**config.mk**
```make
export PLATFORM = sky130hd
export DESIGN_NAME = cms_sequencer
export DESIGN_NICKNAME = d
export VERILOG_FILES = /design/src/design/cms_pkg.sv /design/src/design/cms_debounce.sv /design/src/design/cms_sequencer.sv
export SDC_FILE = /design/constraint.sdc
export NUM_CORES = 1
export LEC_CHECK = 0
export BUFFER_PORTS_ARGS = -buffer_cell sky130_fd_sc_hd__buf_2
export CAP_MARGIN = 5
export CORE_ASPECT_RATIO = 1.75
export CORE_MARGIN = 2
export CORE_UTILIZATION = 35
export DETAILED_ROUTE_END_ITERATION = 8
export GPL_ROUTABILITY_DRIVEN = 0
export HOLD_SLACK_MARGIN = 0.05
export SLEW_MARGIN = 20
export SYNTH_ARGS = -nofsm -noshare
export SYNTH_HDL_FRONTEND = slang
export SYNTH_SLANG_ARGS = --single-unit
```
**constraint.sdc**
```tcl
create_clock -name pclk -period 5.4 [get_ports pclk]
set_input_delay 1.08 -clock pclk [delete_from_list [all_inputs] [get_ports pclk]]
set_output_delay 1.08 -clock pclk [all_outputs]
set_load 0.1 [all_outputs]
```
**src/design/cms_pkg.sv**
```systemverilog
// constants, register map and state types of the clock mode sequencer
`default_nettype none
package cms_pkg;
  // timing: interval tick from the system clock
  localparam int CLK_PERIOD_NS  = 50;
  localparam int TICK_PERIOD_MS = 5;
  localparam int TICK_CYCLES    = (TICK_PERIOD_MS * 1000000) / CLK_PERIOD_NS;

  // step list bounds
  localparam logic [4:0] FIRST_STEP = 5'h00;
  localparam logic [4:0] LAST_STEP  = 5'h1f;

  // clock source encodings
  localparam logic [1:0] CLK_FAST = 2'h0;
  localparam logic [1:0] CLK_MID  = 2'h1;
  localparam logic [1:0] CLK_SLOW = 2'h2;
  localparam logic [1:0] CLK_XTAL = 2'h3;

  // operating mode encodings
  localparam logic [1:0] MODE_NORM   = 2'h0;
  localparam logic [1:0] MODE_HALT   = 2'h1;
  localparam logic [1:0] MODE_STOP   = 2'h2;
  localparam logic [1:0] MODE_SNOOZE = 2'h3;

  // indicator patterns in normal mode, run indicator in the msb
  localparam logic [4:0] LED_FAST = 5'h19;
  localparam logic [4:0] LED_XTAL = 5'h1d;
  localparam logic [4:0] LED_MID  = 5'h1a;
  localparam logic [4:0] LED_SLOW = 5'h1b;
  localparam logic [4:0] LED_OFF  = 5'h00;

  // clock switch timeout in interval ticks, value after reset
  localparam logic [7:0] TIMEOUT_TICKS_RESET = 8'h14;

  // boot configuration bytes
  localparam logic [7:0] BOOT_WDT_VALUE   = 8'h6e;
  localparam logic [7:0] BOOT_VDET_VALUE  = 8'h7f;
  localparam logic [7:0] BOOT_FLASH_VALUE = 8'he0;
  localparam logic [7:0] BOOT_DEBUG_VALUE = 8'h84;

  // register indices; byte address is four times the index
  localparam logic [9:0] BOOT_WDT_IDX   = 10'h0c0;
  localparam logic [9:0] BOOT_VDET_IDX  = 10'h0c1;
  localparam logic [9:0] BOOT_FLASH_IDX = 10'h0c2;
  localparam logic [9:0] BOOT_DEBUG_IDX = 10'h0c3;
  localparam logic [9:0] CTRL_IDX       = 10'h000;
  localparam logic [9:0] STATUS_IDX     = 10'h001;

  // status register fields
  localparam int STAT_STEP_LSB   = 0;
  localparam int STAT_CLK_LSB    = 5;
  localparam int STAT_MODE_LSB   = 7;
  localparam int STAT_SWITCH_BIT = 9;
  localparam int STAT_END_BIT    = 10;
  localparam int STAT_ERR_BIT    = 11;

  // sequencer states, gray along wait - switch - wait
  typedef enum logic [1:0] {
    CMS_WAIT   = 2'h0,
    CMS_SWITCH = 2'h1,
    CMS_END    = 2'h3,
    CMS_ERR    = 2'h2
  } cms_state_t;

  // debounce states
  typedef enum logic [1:0] {
    CMS_DB_IDLE  = 2'h0,
    CMS_DB_ARMED = 2'h1,
    CMS_DB_ONE   = 2'h3
  } cms_db_t;
endpackage
`default_nettype wire

```
**src/design/cms_debounce.sv**
```systemverilog
// switch synchroniser, falling edge catcher and two-sample debounce
`default_nettype none
module cms_debounce (
  // clock and reset
  input  wire logic pclk,
  input  wire logic presetn,
  // switch pin and interval tick
  input  wire logic switch_pin,
  input  wire logic tick,
  // events
  output logic      switch_edge_irq,
  output logic      press
);
  logic            sw_s1_reg;
  logic            sw_s2_reg;
  logic            sw_s3_reg;
  cms_pkg::cms_db_t db_reg;

  // two flops before anything looks at the pin
  always_ff @(posedge pclk or negedge presetn) begin
    if (!presetn) begin
      sw_s1_reg <= 1'b1;
      sw_s2_reg <= 1'b1;
      sw_s3_reg <= 1'b1;
    end else begin
      sw_s1_reg <= switch_pin;
      sw_s2_reg <= sw_s1_reg;
      sw_s3_reg <= sw_s2_reg;
    end
  end

  // falling edge only
  assign switch_edge_irq = sw_s3_reg & ~sw_s2_reg;

  // two tick samples must both read low
  // either high sample drops the press
  always_ff @(posedge pclk or negedge presetn) begin
    if (!presetn) begin
      db_reg <= cms_pkg::CMS_DB_IDLE;
      press  <= 1'b0;
    end else begin
      press <= 1'b0;
      case (db_reg)
        cms_pkg::CMS_DB_IDLE: begin
          if (switch_edge_irq) begin
            db_reg <= cms_pkg::CMS_DB_ARMED;
          end
        end
        cms_pkg::CMS_DB_ARMED: begin
          if (tick) begin
            db_reg <= sw_s2_reg ? cms_pkg::CMS_DB_IDLE : cms_pkg::CMS_DB_ONE;
          end
        end
        cms_pkg::CMS_DB_ONE: begin
          if (tick) begin
            db_reg <= cms_pkg::CMS_DB_IDLE;
            press  <= ~sw_s2_reg;
          end
        end
        default: db_reg <= cms_pkg::CMS_DB_IDLE;
      endcase
    end
  end
endmodule
`default_nettype wire

```
**src/design/cms_sequencer.sv**
```systemverilog
// clock and mode sequencer top: switch driven walk, indicators, apb slave
//
// Contract
// out of reset indicator pins drive, switch input, analog pin analog.
// only a falling switch edge can start a press.
// after the edge sample the switch every 5 ms tick, two agreeing.
// each accepted press moves to the next of 31 steps in order.
// steps 1-13 walk fast, crystal and their halt, stop, snooze modes.
// steps 14-18 are normal: middle, crystal, slow, crystal, middle.
// steps 19-31 walk middle and slow modes, ending fast normal.
// fast clock normal shows on, on, off, off, on.
// crystal clock normal shows on, on, on, off, on.
// run indicator off in halt and stop, on in normal and snooze.
// stop also turns the second indicator off.
// snooze turns the second indicator off, run stays on.
// middle clock normal shows on, on, off, on, off.
// slow clock normal shows on, on, off, on, on.
// a press after step 31 darkens all and halts until reset.
// a clock switch that never completes darkens all and stops; here it darkens all, goes to error, mode unchanged.
// crystal pins set to oscillate, main clock feeds cpu clock.
// flash boot byte selects high speed mode, fast osc 24 MHz.
// watchdog boot byte leaves the counter stopped.
// detector boot byte selects reset mode at 2.81/2.75 V.
// debug boot byte enables on-chip debugging.
// switch timeout is a software count of ticks, expiry is error.
// debounce catches the edge, samples twice, drops on a high.
//
// Decided for this implementation: the APB interface to the registers.
`default_nettype none
module cms_sequencer #(
  parameter int TICK_CYCLES = cms_pkg::TICK_CYCLES
) (
  // clock and reset
  input  wire logic        pclk,
  input  wire logic        presetn,
  // apb slave
  input  wire logic        psel,
  input  wire logic        penable,
  input  wire logic        pwrite,
  input  wire logic [11:0] paddr,
  input  wire logic [31:0] pwdata,
  input  wire logic [3:0]  pstrb,
  output logic [31:0]      prdata,
  output logic             pready,
  output logic             pslverr,
  // switch
  input  wire logic        switch_pin,
  // clock generator
  input  wire logic [1:0]  clk_status,
  output logic [1:0]       clk_src_sel,
  output logic [1:0]       power_mode,
  output logic             crystal_pin_osc,
  output logic             main_clock_select,
  // pin setup
  output logic [4:0]       indicator_oe_n,
  output logic             switch_pin_oe_n,
  output logic             analog_channel_pin_analog,
  // indicators
  output logic             run_indicator,
  output logic             second_indicator,
  output logic             crystal_indicator,
  output logic             fourth_indicator,
  output logic             fifth_indicator
);
  localparam int TW = $clog2(TICK_CYCLES);

  // refuse a tick period the counter cannot serve
  if (TICK_CYCLES < 2) begin : g_bad_tick
    $error("TICK_CYCLES must be at least 2");
  end

  cms_pkg::cms_state_t state_reg;
  logic [4:0]  step_reg;
  logic [1:0]  clk_cur_reg;
  logic [1:0]  clk_sel_reg;
  logic [1:0]  mode_reg;
  logic [4:0]  led_reg;
  logic [7:0]  timeout_reg;
  logic [7:0]  to_cnt_reg;
  logic [TW-1:0] tick_cnt_reg;
  logic        tick;
  logic        init_reg;
  logic [1:0]  cs_s1_reg;
  logic [1:0]  cs_s2_reg;
  logic        press;
  logic [4:0]  tgt_step;
  logic [3:0]  tgt;
  logic        go;
  logic        finish;
  logic        need_sw;
  logic        sw_done;
  logic        time_out;
  logic        apply;

  // clock source and mode for each step, {clock, mode}
  function automatic logic [3:0] step_table(input logic [4:0] s);
    logic [3:0] r;
    r = {cms_pkg::CLK_FAST, cms_pkg::MODE_NORM};
    case (s)
      5'h02, 5'h04, 5'h06, 5'h0f, 5'h11:
        r = {cms_pkg::CLK_XTAL, cms_pkg::MODE_NORM};
      5'h03: r = {cms_pkg::CLK_XTAL, cms_pkg::MODE_HALT};
      5'h05: r = {cms_pkg::CLK_XTAL, cms_pkg::MODE_STOP};
      5'h08: r = {cms_pkg::CLK_FAST, cms_pkg::MODE_HALT};
      5'h0a: r = {cms_pkg::CLK_FAST, cms_pkg::MODE_STOP};
      5'h0c: r = {cms_pkg::CLK_FAST, cms_pkg::MODE_SNOOZE};
      5'h0e, 5'h12, 5'h14, 5'h16, 5'h18, 5'h1a:
        r = {cms_pkg::CLK_MID, cms_pkg::MODE_NORM};
      5'h13: r = {cms_pkg::CLK_MID, cms_pkg::MODE_HALT};
      5'h15: r = {cms_pkg::CLK_MID, cms_pkg::MODE_STOP};
      5'h17: r = {cms_pkg::CLK_MID, cms_pkg::MODE_SNOOZE};
      5'h10, 5'h19, 5'h1c, 5'h1e:
        r = {cms_pkg::CLK_SLOW, cms_pkg::MODE_NORM};
      5'h1d: r = {cms_pkg::CLK_SLOW, cms_pkg::MODE_HALT};
      default: r = {cms_pkg::CLK_FAST, cms_pkg::MODE_NORM};
    endcase
    return r;
  endfunction

  // indicator pattern from clock and mode
  function automatic logic [4:0] led_pattern(input logic [1:0] c,
                                             input logic [1:0] m);
    logic [4:0] p;
    case (c)
      cms_pkg::CLK_XTAL: p = cms_pkg::LED_XTAL;
      cms_pkg::CLK_MID:  p = cms_pkg::LED_MID;
      cms_pkg::CLK_SLOW: p = cms_pkg::LED_SLOW;
      default:           p = cms_pkg::LED_FAST;
    endcase
    case (m)
      cms_pkg::MODE_HALT:   p[4] = 1'b0;
      cms_pkg::MODE_STOP:   p[4:3] = 2'h0;
      cms_pkg::MODE_SNOOZE: p[3] = 1'b0;
      default:              p = p;
    endcase
    return p;
  endfunction

  // 5 ms interval tick; shorten TICK_CYCLES in simulation
  always_ff @(posedge pclk or negedge presetn) begin
    if (!presetn) begin
      tick_cnt_reg <= '0;
    end else if (tick) begin
      tick_cnt_reg <= '0;
    end else begin
      tick_cnt_reg <= TW'(tick_cnt_reg + 1'b1);
    end
  end
  assign tick = (tick_cnt_reg == TW'(TICK_CYCLES - 1));

  // switch front end
  cms_debounce u_debounce (
    .pclk            (pclk),
    .presetn         (presetn),
    .switch_pin      (switch_pin),
    .tick            (tick),
    .switch_edge_irq (),
    .press           (press)
  );

  // clock status comes from the generator's domain
  always_ff @(posedge pclk or negedge presetn) begin
    if (!presetn) begin
      cs_s1_reg <= cms_pkg::CLK_FAST;
      cs_s2_reg <= cms_pkg::CLK_FAST;
    end else begin
      cs_s1_reg <= clk_status;
      cs_s2_reg <= cs_s1_reg;
    end
  end

  // step decisions
  assign finish   = (state_reg == cms_pkg::CMS_WAIT) && press
                    && (step_reg == cms_pkg::LAST_STEP);
  assign go       = (state_reg == cms_pkg::CMS_WAIT) && press
                    && (step_reg != cms_pkg::LAST_STEP);
  assign tgt_step = go ? 5'(step_reg + 5'h01) : step_reg;
  assign tgt      = step_table(tgt_step);
  assign need_sw  = (tgt[3:2] != clk_cur_reg);
  assign sw_done  = (state_reg == cms_pkg::CMS_SWITCH)
                    && (cs_s2_reg == clk_sel_reg);
  assign time_out = (state_reg == cms_pkg::CMS_SWITCH) && !sw_done
                    && tick && (to_cnt_reg == timeout_reg);
  assign apply    = (go && !need_sw) || sw_done;

  // main state and step counter
  always_ff @(posedge pclk or negedge presetn) begin
    if (!presetn) begin
      state_reg <= cms_pkg::CMS_WAIT;
      step_reg  <= cms_pkg::FIRST_STEP;
    end else begin
      case (state_reg)
        cms_pkg::CMS_WAIT: begin
          // press past the last step ends the walk
          if (finish) begin
            state_reg <= cms_pkg::CMS_END;
          // strictly one step up per press
          end else if (go) begin
            step_reg <= tgt_step;
            if (need_sw) begin
              state_reg <= cms_pkg::CMS_SWITCH;
            end
          end
        end
        cms_pkg::CMS_SWITCH: begin
          // presses while switching are dropped
          if (sw_done) begin
            state_reg <= cms_pkg::CMS_WAIT;
          // stalled switch abandons the walk
          end else if (time_out) begin
            state_reg <= cms_pkg::CMS_ERR;
          end
        end
        default: state_reg <= state_reg; // only reset leaves end or error
      endcase
    end
  end

  // timeout counts ticks while a switch is pending
  always_ff @(posedge pclk or negedge presetn) begin
    if (!presetn) begin
      to_cnt_reg <= 8'h00;
    end else if (state_reg != cms_pkg::CMS_SWITCH) begin
      to_cnt_reg <= 8'h00;
    end else if (tick && to_cnt_reg != timeout_reg) begin
      to_cnt_reg <= 8'(to_cnt_reg + 8'h01);
    end
  end

  // clock select request and the clock now running
  always_ff @(posedge pclk or negedge presetn) begin
    if (!presetn) begin
      clk_sel_reg <= cms_pkg::CLK_FAST;
      clk_cur_reg <= cms_pkg::CLK_FAST;
    end else begin
      if (go && need_sw) begin
        clk_sel_reg <= tgt[3:2];
      end
      if (sw_done) begin
        clk_cur_reg <= clk_sel_reg;
      end
    end
  end

  // operating mode follows the table once the clock is settled
  // middle, crystal, slow walk in normal mode
  // middle and slow mode walk
  always_ff @(posedge pclk or negedge presetn) begin
    if (!presetn) begin
      mode_reg <= cms_pkg::MODE_NORM;
    end else if (finish) begin
      mode_reg <= cms_pkg::MODE_HALT;
    end else if (apply) begin
      mode_reg <= tgt[1:0];
    end
  end

  // start-up marker, catches the first edge after reset release
  always_ff @(posedge pclk or negedge presetn) begin
    if (!presetn) begin
      init_reg <= 1'b0;
    end else begin
      init_reg <= 1'b1;
    end
  end

  // indicators; old pattern stays up while a switch is pending
  always_ff @(posedge pclk or negedge presetn) begin
    if (!presetn) begin
      led_reg <= cms_pkg::LED_OFF;
    end else if (!init_reg) begin
      led_reg <= led_pattern(cms_pkg::CLK_FAST, cms_pkg::MODE_NORM);
    // all dark at the end
    end else if (finish) begin
      led_reg <= cms_pkg::LED_OFF;
    // all dark on a stalled switch
    end else if (time_out) begin
      led_reg <= cms_pkg::LED_OFF;
    // fast, R09: crystal, R13: middle, R14: slow patterns
    // run off in halt and stop, R11: stop, R12: snooze
    end else if (apply) begin
      led_reg <= led_pattern(sw_done ? clk_sel_reg : tgt[3:2], tgt[1:0]);
    end
  end

  assign run_indicator     = led_reg[4];
  assign second_indicator  = led_reg[3];
  assign crystal_indicator = led_reg[2];
  assign fourth_indicator  = led_reg[1];
  assign fifth_indicator   = led_reg[0];
  assign clk_src_sel       = clk_sel_reg;
  assign power_mode        = mode_reg;

  // pin directions set once out of reset
  assign indicator_oe_n            = {5{~init_reg}};
  assign switch_pin_oe_n           = 1'b1;
  assign analog_channel_pin_analog = init_reg;
  // crystal oscillation and main clock as cpu clock
  assign crystal_pin_osc   = init_reg;
  assign main_clock_select = init_reg;

  // apb decode; unmapped words answer an error
  logic [9:0]  widx;
  logic        hit;
  logic [31:0] rd_value;
  assign widx = paddr[11:2];
  always_comb begin
    hit      = 1'b1;
    rd_value = 32'h0000_0000;
    if (widx == cms_pkg::CTRL_IDX) begin
      rd_value[7:0] = timeout_reg;
    end else if (widx == cms_pkg::STATUS_IDX) begin
      rd_value[cms_pkg::STAT_STEP_LSB +: 5] = step_reg;
      rd_value[cms_pkg::STAT_CLK_LSB +: 2]  = clk_cur_reg;
      rd_value[cms_pkg::STAT_MODE_LSB +: 2] = mode_reg;
      rd_value[cms_pkg::STAT_SWITCH_BIT] =
        (state_reg == cms_pkg::CMS_SWITCH);
      rd_value[cms_pkg::STAT_END_BIT] = (state_reg == cms_pkg::CMS_END);
      rd_value[cms_pkg::STAT_ERR_BIT] = (state_reg == cms_pkg::CMS_ERR);
    // watchdog stopped after reset
    end else if (widx == cms_pkg::BOOT_WDT_IDX) begin
      rd_value[7:0] = cms_pkg::BOOT_WDT_VALUE;
    // detector reset mode
    end else if (widx == cms_pkg::BOOT_VDET_IDX) begin
      rd_value[7:0] = cms_pkg::BOOT_VDET_VALUE;
    // high speed flash, fast osc 24 MHz
    end else if (widx == cms_pkg::BOOT_FLASH_IDX) begin
      rd_value[7:0] = cms_pkg::BOOT_FLASH_VALUE;
    // debugging enabled
    end else if (widx == cms_pkg::BOOT_DEBUG_IDX) begin
      rd_value[7:0] = cms_pkg::BOOT_DEBUG_VALUE;
    end else begin
      hit = 1'b0;
    end
  end

  // zero wait states; read data captured in the setup cycle
  assign pready  = 1'b1;
  assign pslverr = psel & penable & ~hit;
  always_ff @(posedge pclk or negedge presetn) begin
    if (!presetn) begin
      prdata <= 32'h0000_0000;
    end else if (psel && !penable && !pwrite) begin
      prdata <= rd_value;
    end
  end

  // timeout length, the only writable field
  always_ff @(posedge pclk or negedge presetn) begin
    if (!presetn) begin
      timeout_reg <= cms_pkg::TIMEOUT_TICKS_RESET;
    end else if (psel && penable && pwrite && pstrb[0]
                 && widx == cms_pkg::CTRL_IDX) begin
      timeout_reg <= pwdata[7:0];
    end
  end
endmodule
`default_nettype wire

```
==> metrics.txt <==
status=finished, final reports clean; Setup Skew=0.005101 ns; f_max=0.2529 GHz; DR WL/cell=14.80 µm; Num CTS Buffers=9; Most Crowded Layer GR=met2; Starting Density=35.65%; RSZ-0062 raised after global routing=false; Cell Area, Synth=4255 µm²; CTS Buffer Depth=2; Filler Cells Inserted=1178; Post-synth EDFFs=0; PnR Total Power=1.306 mW; drt via density=5.214; # Post-CTS Setup Buffers=0; Synth Flop Type=dfrtp_1; crit path time final=3.955 ns; setup TNS=0 ns; Int Pwr=0.9339 mW; pin count of the biggest net entering global routing=75; register area share after synthesis=43.66%; max reg flops=17; DIE AREA=13090 µm²; number of max-cap violations=0; power density cells=271.3 nW/µm²; Mapped Cells=444; worst-margin pin slew=0.9661 ns; Peak VDD IR=0.0001644 V; Hold WS=0.3511 ns; synthesis-to-finish area growth=13.11%; H-tree levels=3; Synth top cells by count=69 x dfrtp_1, 47 x nand2_1, 36 x nor2_1; grt met3 use=2.482%; top cell type's share of synthesized area=40.58%; clock sinks=74; final core area utilization=40.32%; Unique masters post-synth=65; CTS tree=yes; r2r startpoint=step_reg[1]; final worst slack=1.445 ns; Worst EP required=5.68 ns; CP Class=flop to flop; end point of the critical path=led_reg[0]; Pre-antenna DRT Iters=4; Net Sw Frac=28.48%; reg2reg setup slack=1.45 ns; DR vias=3285; die height=149.9 µm; pre-CTS setup slack=1.484 ns; gr usage total=15.10%; Slew Limit Fails=0; crit-path max FO=9; Relative slew margins=35.10%; Die W=87.35 µm; Fin. Hold Viols=0; Hold Buf Count CTS=0; post-DP HPWL=6973 µm; logic gate share of total power=10.4%; crit path from=step_reg[1]; Layout Nets=552; Sw Pwr=0.3718 mW; ratio of cells with drive above 1 in the final layout=20.89%; CTS resizes=0; count leader, synth=dfrtp_1; Final period util=73.23%; Seq cells post-synth=74; ANT nets after route=0; Clk pwr share=46.7%; Post-DP Area=4512 µm²; num ports=108; area of the multi-input gates=2140 µm²; DRC viols=0; Non-Filler Instances=630; vias in the first global route=3196; startpoint types=flop; final wirelength=9324 µm; Worst Reg-to-Reg Cells=13; reg2reg end=led_reg[0]; port bufs=56; area leader, netlist=dfrtp_1; worst hold path class=flop to flop; Leak=2.245 nW; Worst-Skew Late Latency=0.34 ns; GRT met1 Usage=16.48%; core area=11940 µm²; number of setup violations in the final report=0; Seq. cell area=1858 µm²; dpl cells=614; routing usage on met2=27.05%; Root Buffer=clkbuf_16; final design instance area without fill=4813 µm²; first-pass GRT wire length=15330 µm; initial antenna violation count=0; Reg clk slew, reported paths=0.06 ns; Rows=53; sequential fraction of design power=43.0%; DR iter-0 viols=102; Antenna Diode Count=0; CP Capture Type=flop; mean post-synth cell area=9.584 µm²; top post-synthesis cells by area=dfrtp_1 41%, buf_4 4.9%, xnor2_1 4.5%; grt total ovfl=0; ys async rst share=100.0%; WP data arrival=4.24 ns; Yosys warning total=0
[how the worst min path moves through the flow]
stage,from,end,depth (start not counted)
after floorplan,cs_s1_reg[0],cs_s2_reg[0],0
after global placement,cs_s1_reg[0],cs_s2_reg[0],0
after detailed placement,cs_s1_reg[0],cs_s2_reg[0],0
after CTS,cs_s1_reg[0],cs_s2_reg[0],0
after global routing,u_debounce.sw_s1_reg,u_debounce.sw_s2_reg,0
final,cs_s1_reg[0],cs_s2_reg[0],0
[power groups by stage]
stage	clock network [mW]	registers [mW]	logic [mW]
floorplan	0	0.575	0.119
global placement	0	0.571	0.135
detailed placement	0	0.571	0.136
CTS	0.625	0.561	0.136
global route	0.647	0.561	0.143
finish	0.610	0.561	0.135
[cell families after synthesis]
family                   Yosys count  share of synthesized area, %
XOR/XNOR                          37                         7.792
AO/OA/AOI/OAI                     80                         12.91
AND/OR/NAND/NOR                  161                         19.41
adder cells (fa/ha/maj)            8                         2.352
multiplexers                      23                         5.792
flip-flops                        74                         43.66
other                              2                        0.1765
buffers and inverters             59                         7.909
[layer usage]
layer	share of wire, %	wire (µm)
met2	55	5114
met4	2.9	269
met1	38	3586
met3	3.8	353
met5	0	0
[cells in the final DEF, fill, tap and decap left out, types with 3 or more instances in the layout]
cell / netlist / routed
mux2i_1: 10 / 10
o22ai_1: 4 / 4
ha_1: 8 / 8
buf_2: 2 / 55
nand3b_1: 3 / 3
a21oi_1: 13 / 13
nand4_1: 6 / 6
o21ai_1: 3 / 3
and4_1: 3 / 3
or2_2: 3 / 3
xor2_1: 14 / 14
nor4b_1: 3 / 3
nand3_1: 21 / 21
a211o_1: 3 / 3
conb_1: 2 / 23
xnor2_1: 22 / 22
clkbuf_16: 0 / 9
mux2_2: 12 / 12
inv_1: 14 / 14
o21ai_0: 23 / 23
nor3_1: 5 / 5
and2_1: 5 / 5
nor2b_1: 4 / 4
and3_1: 13 / 13
nand2_1: 47 / 47
dfrtp_1: 69 / 69
a22oi_1: 4 / 4
nor2_1: 36 / 36
dfstp_2: 5 / 5
[critical path, stage by stage (launching register included)]
cell	delay [ns]
dfrtp_1	0.49
ha_1	0.36
inv_1	0.14
nor3_1	0.06
ha_1	0.29
or4b_1	0.71
o21ai_4	0.30
a22oi_2	0.12
o21ai_1	0.22
o311ai_0	0.22
mux2_2	0.34
ha_1	0.21
nor4b_1	0.30
a211o_1	0.14
[layout make-up]
type,count,share of cell area (%)
flip-flops and latches,74,38.60
multi-input cells,332,44.45
repair buffers,57,6.031
inverters,14,1.092
clock buffers,9,4.679
clock inverters,7,1.586
well taps,137,3.561
(Power assumes the default switching activity.)
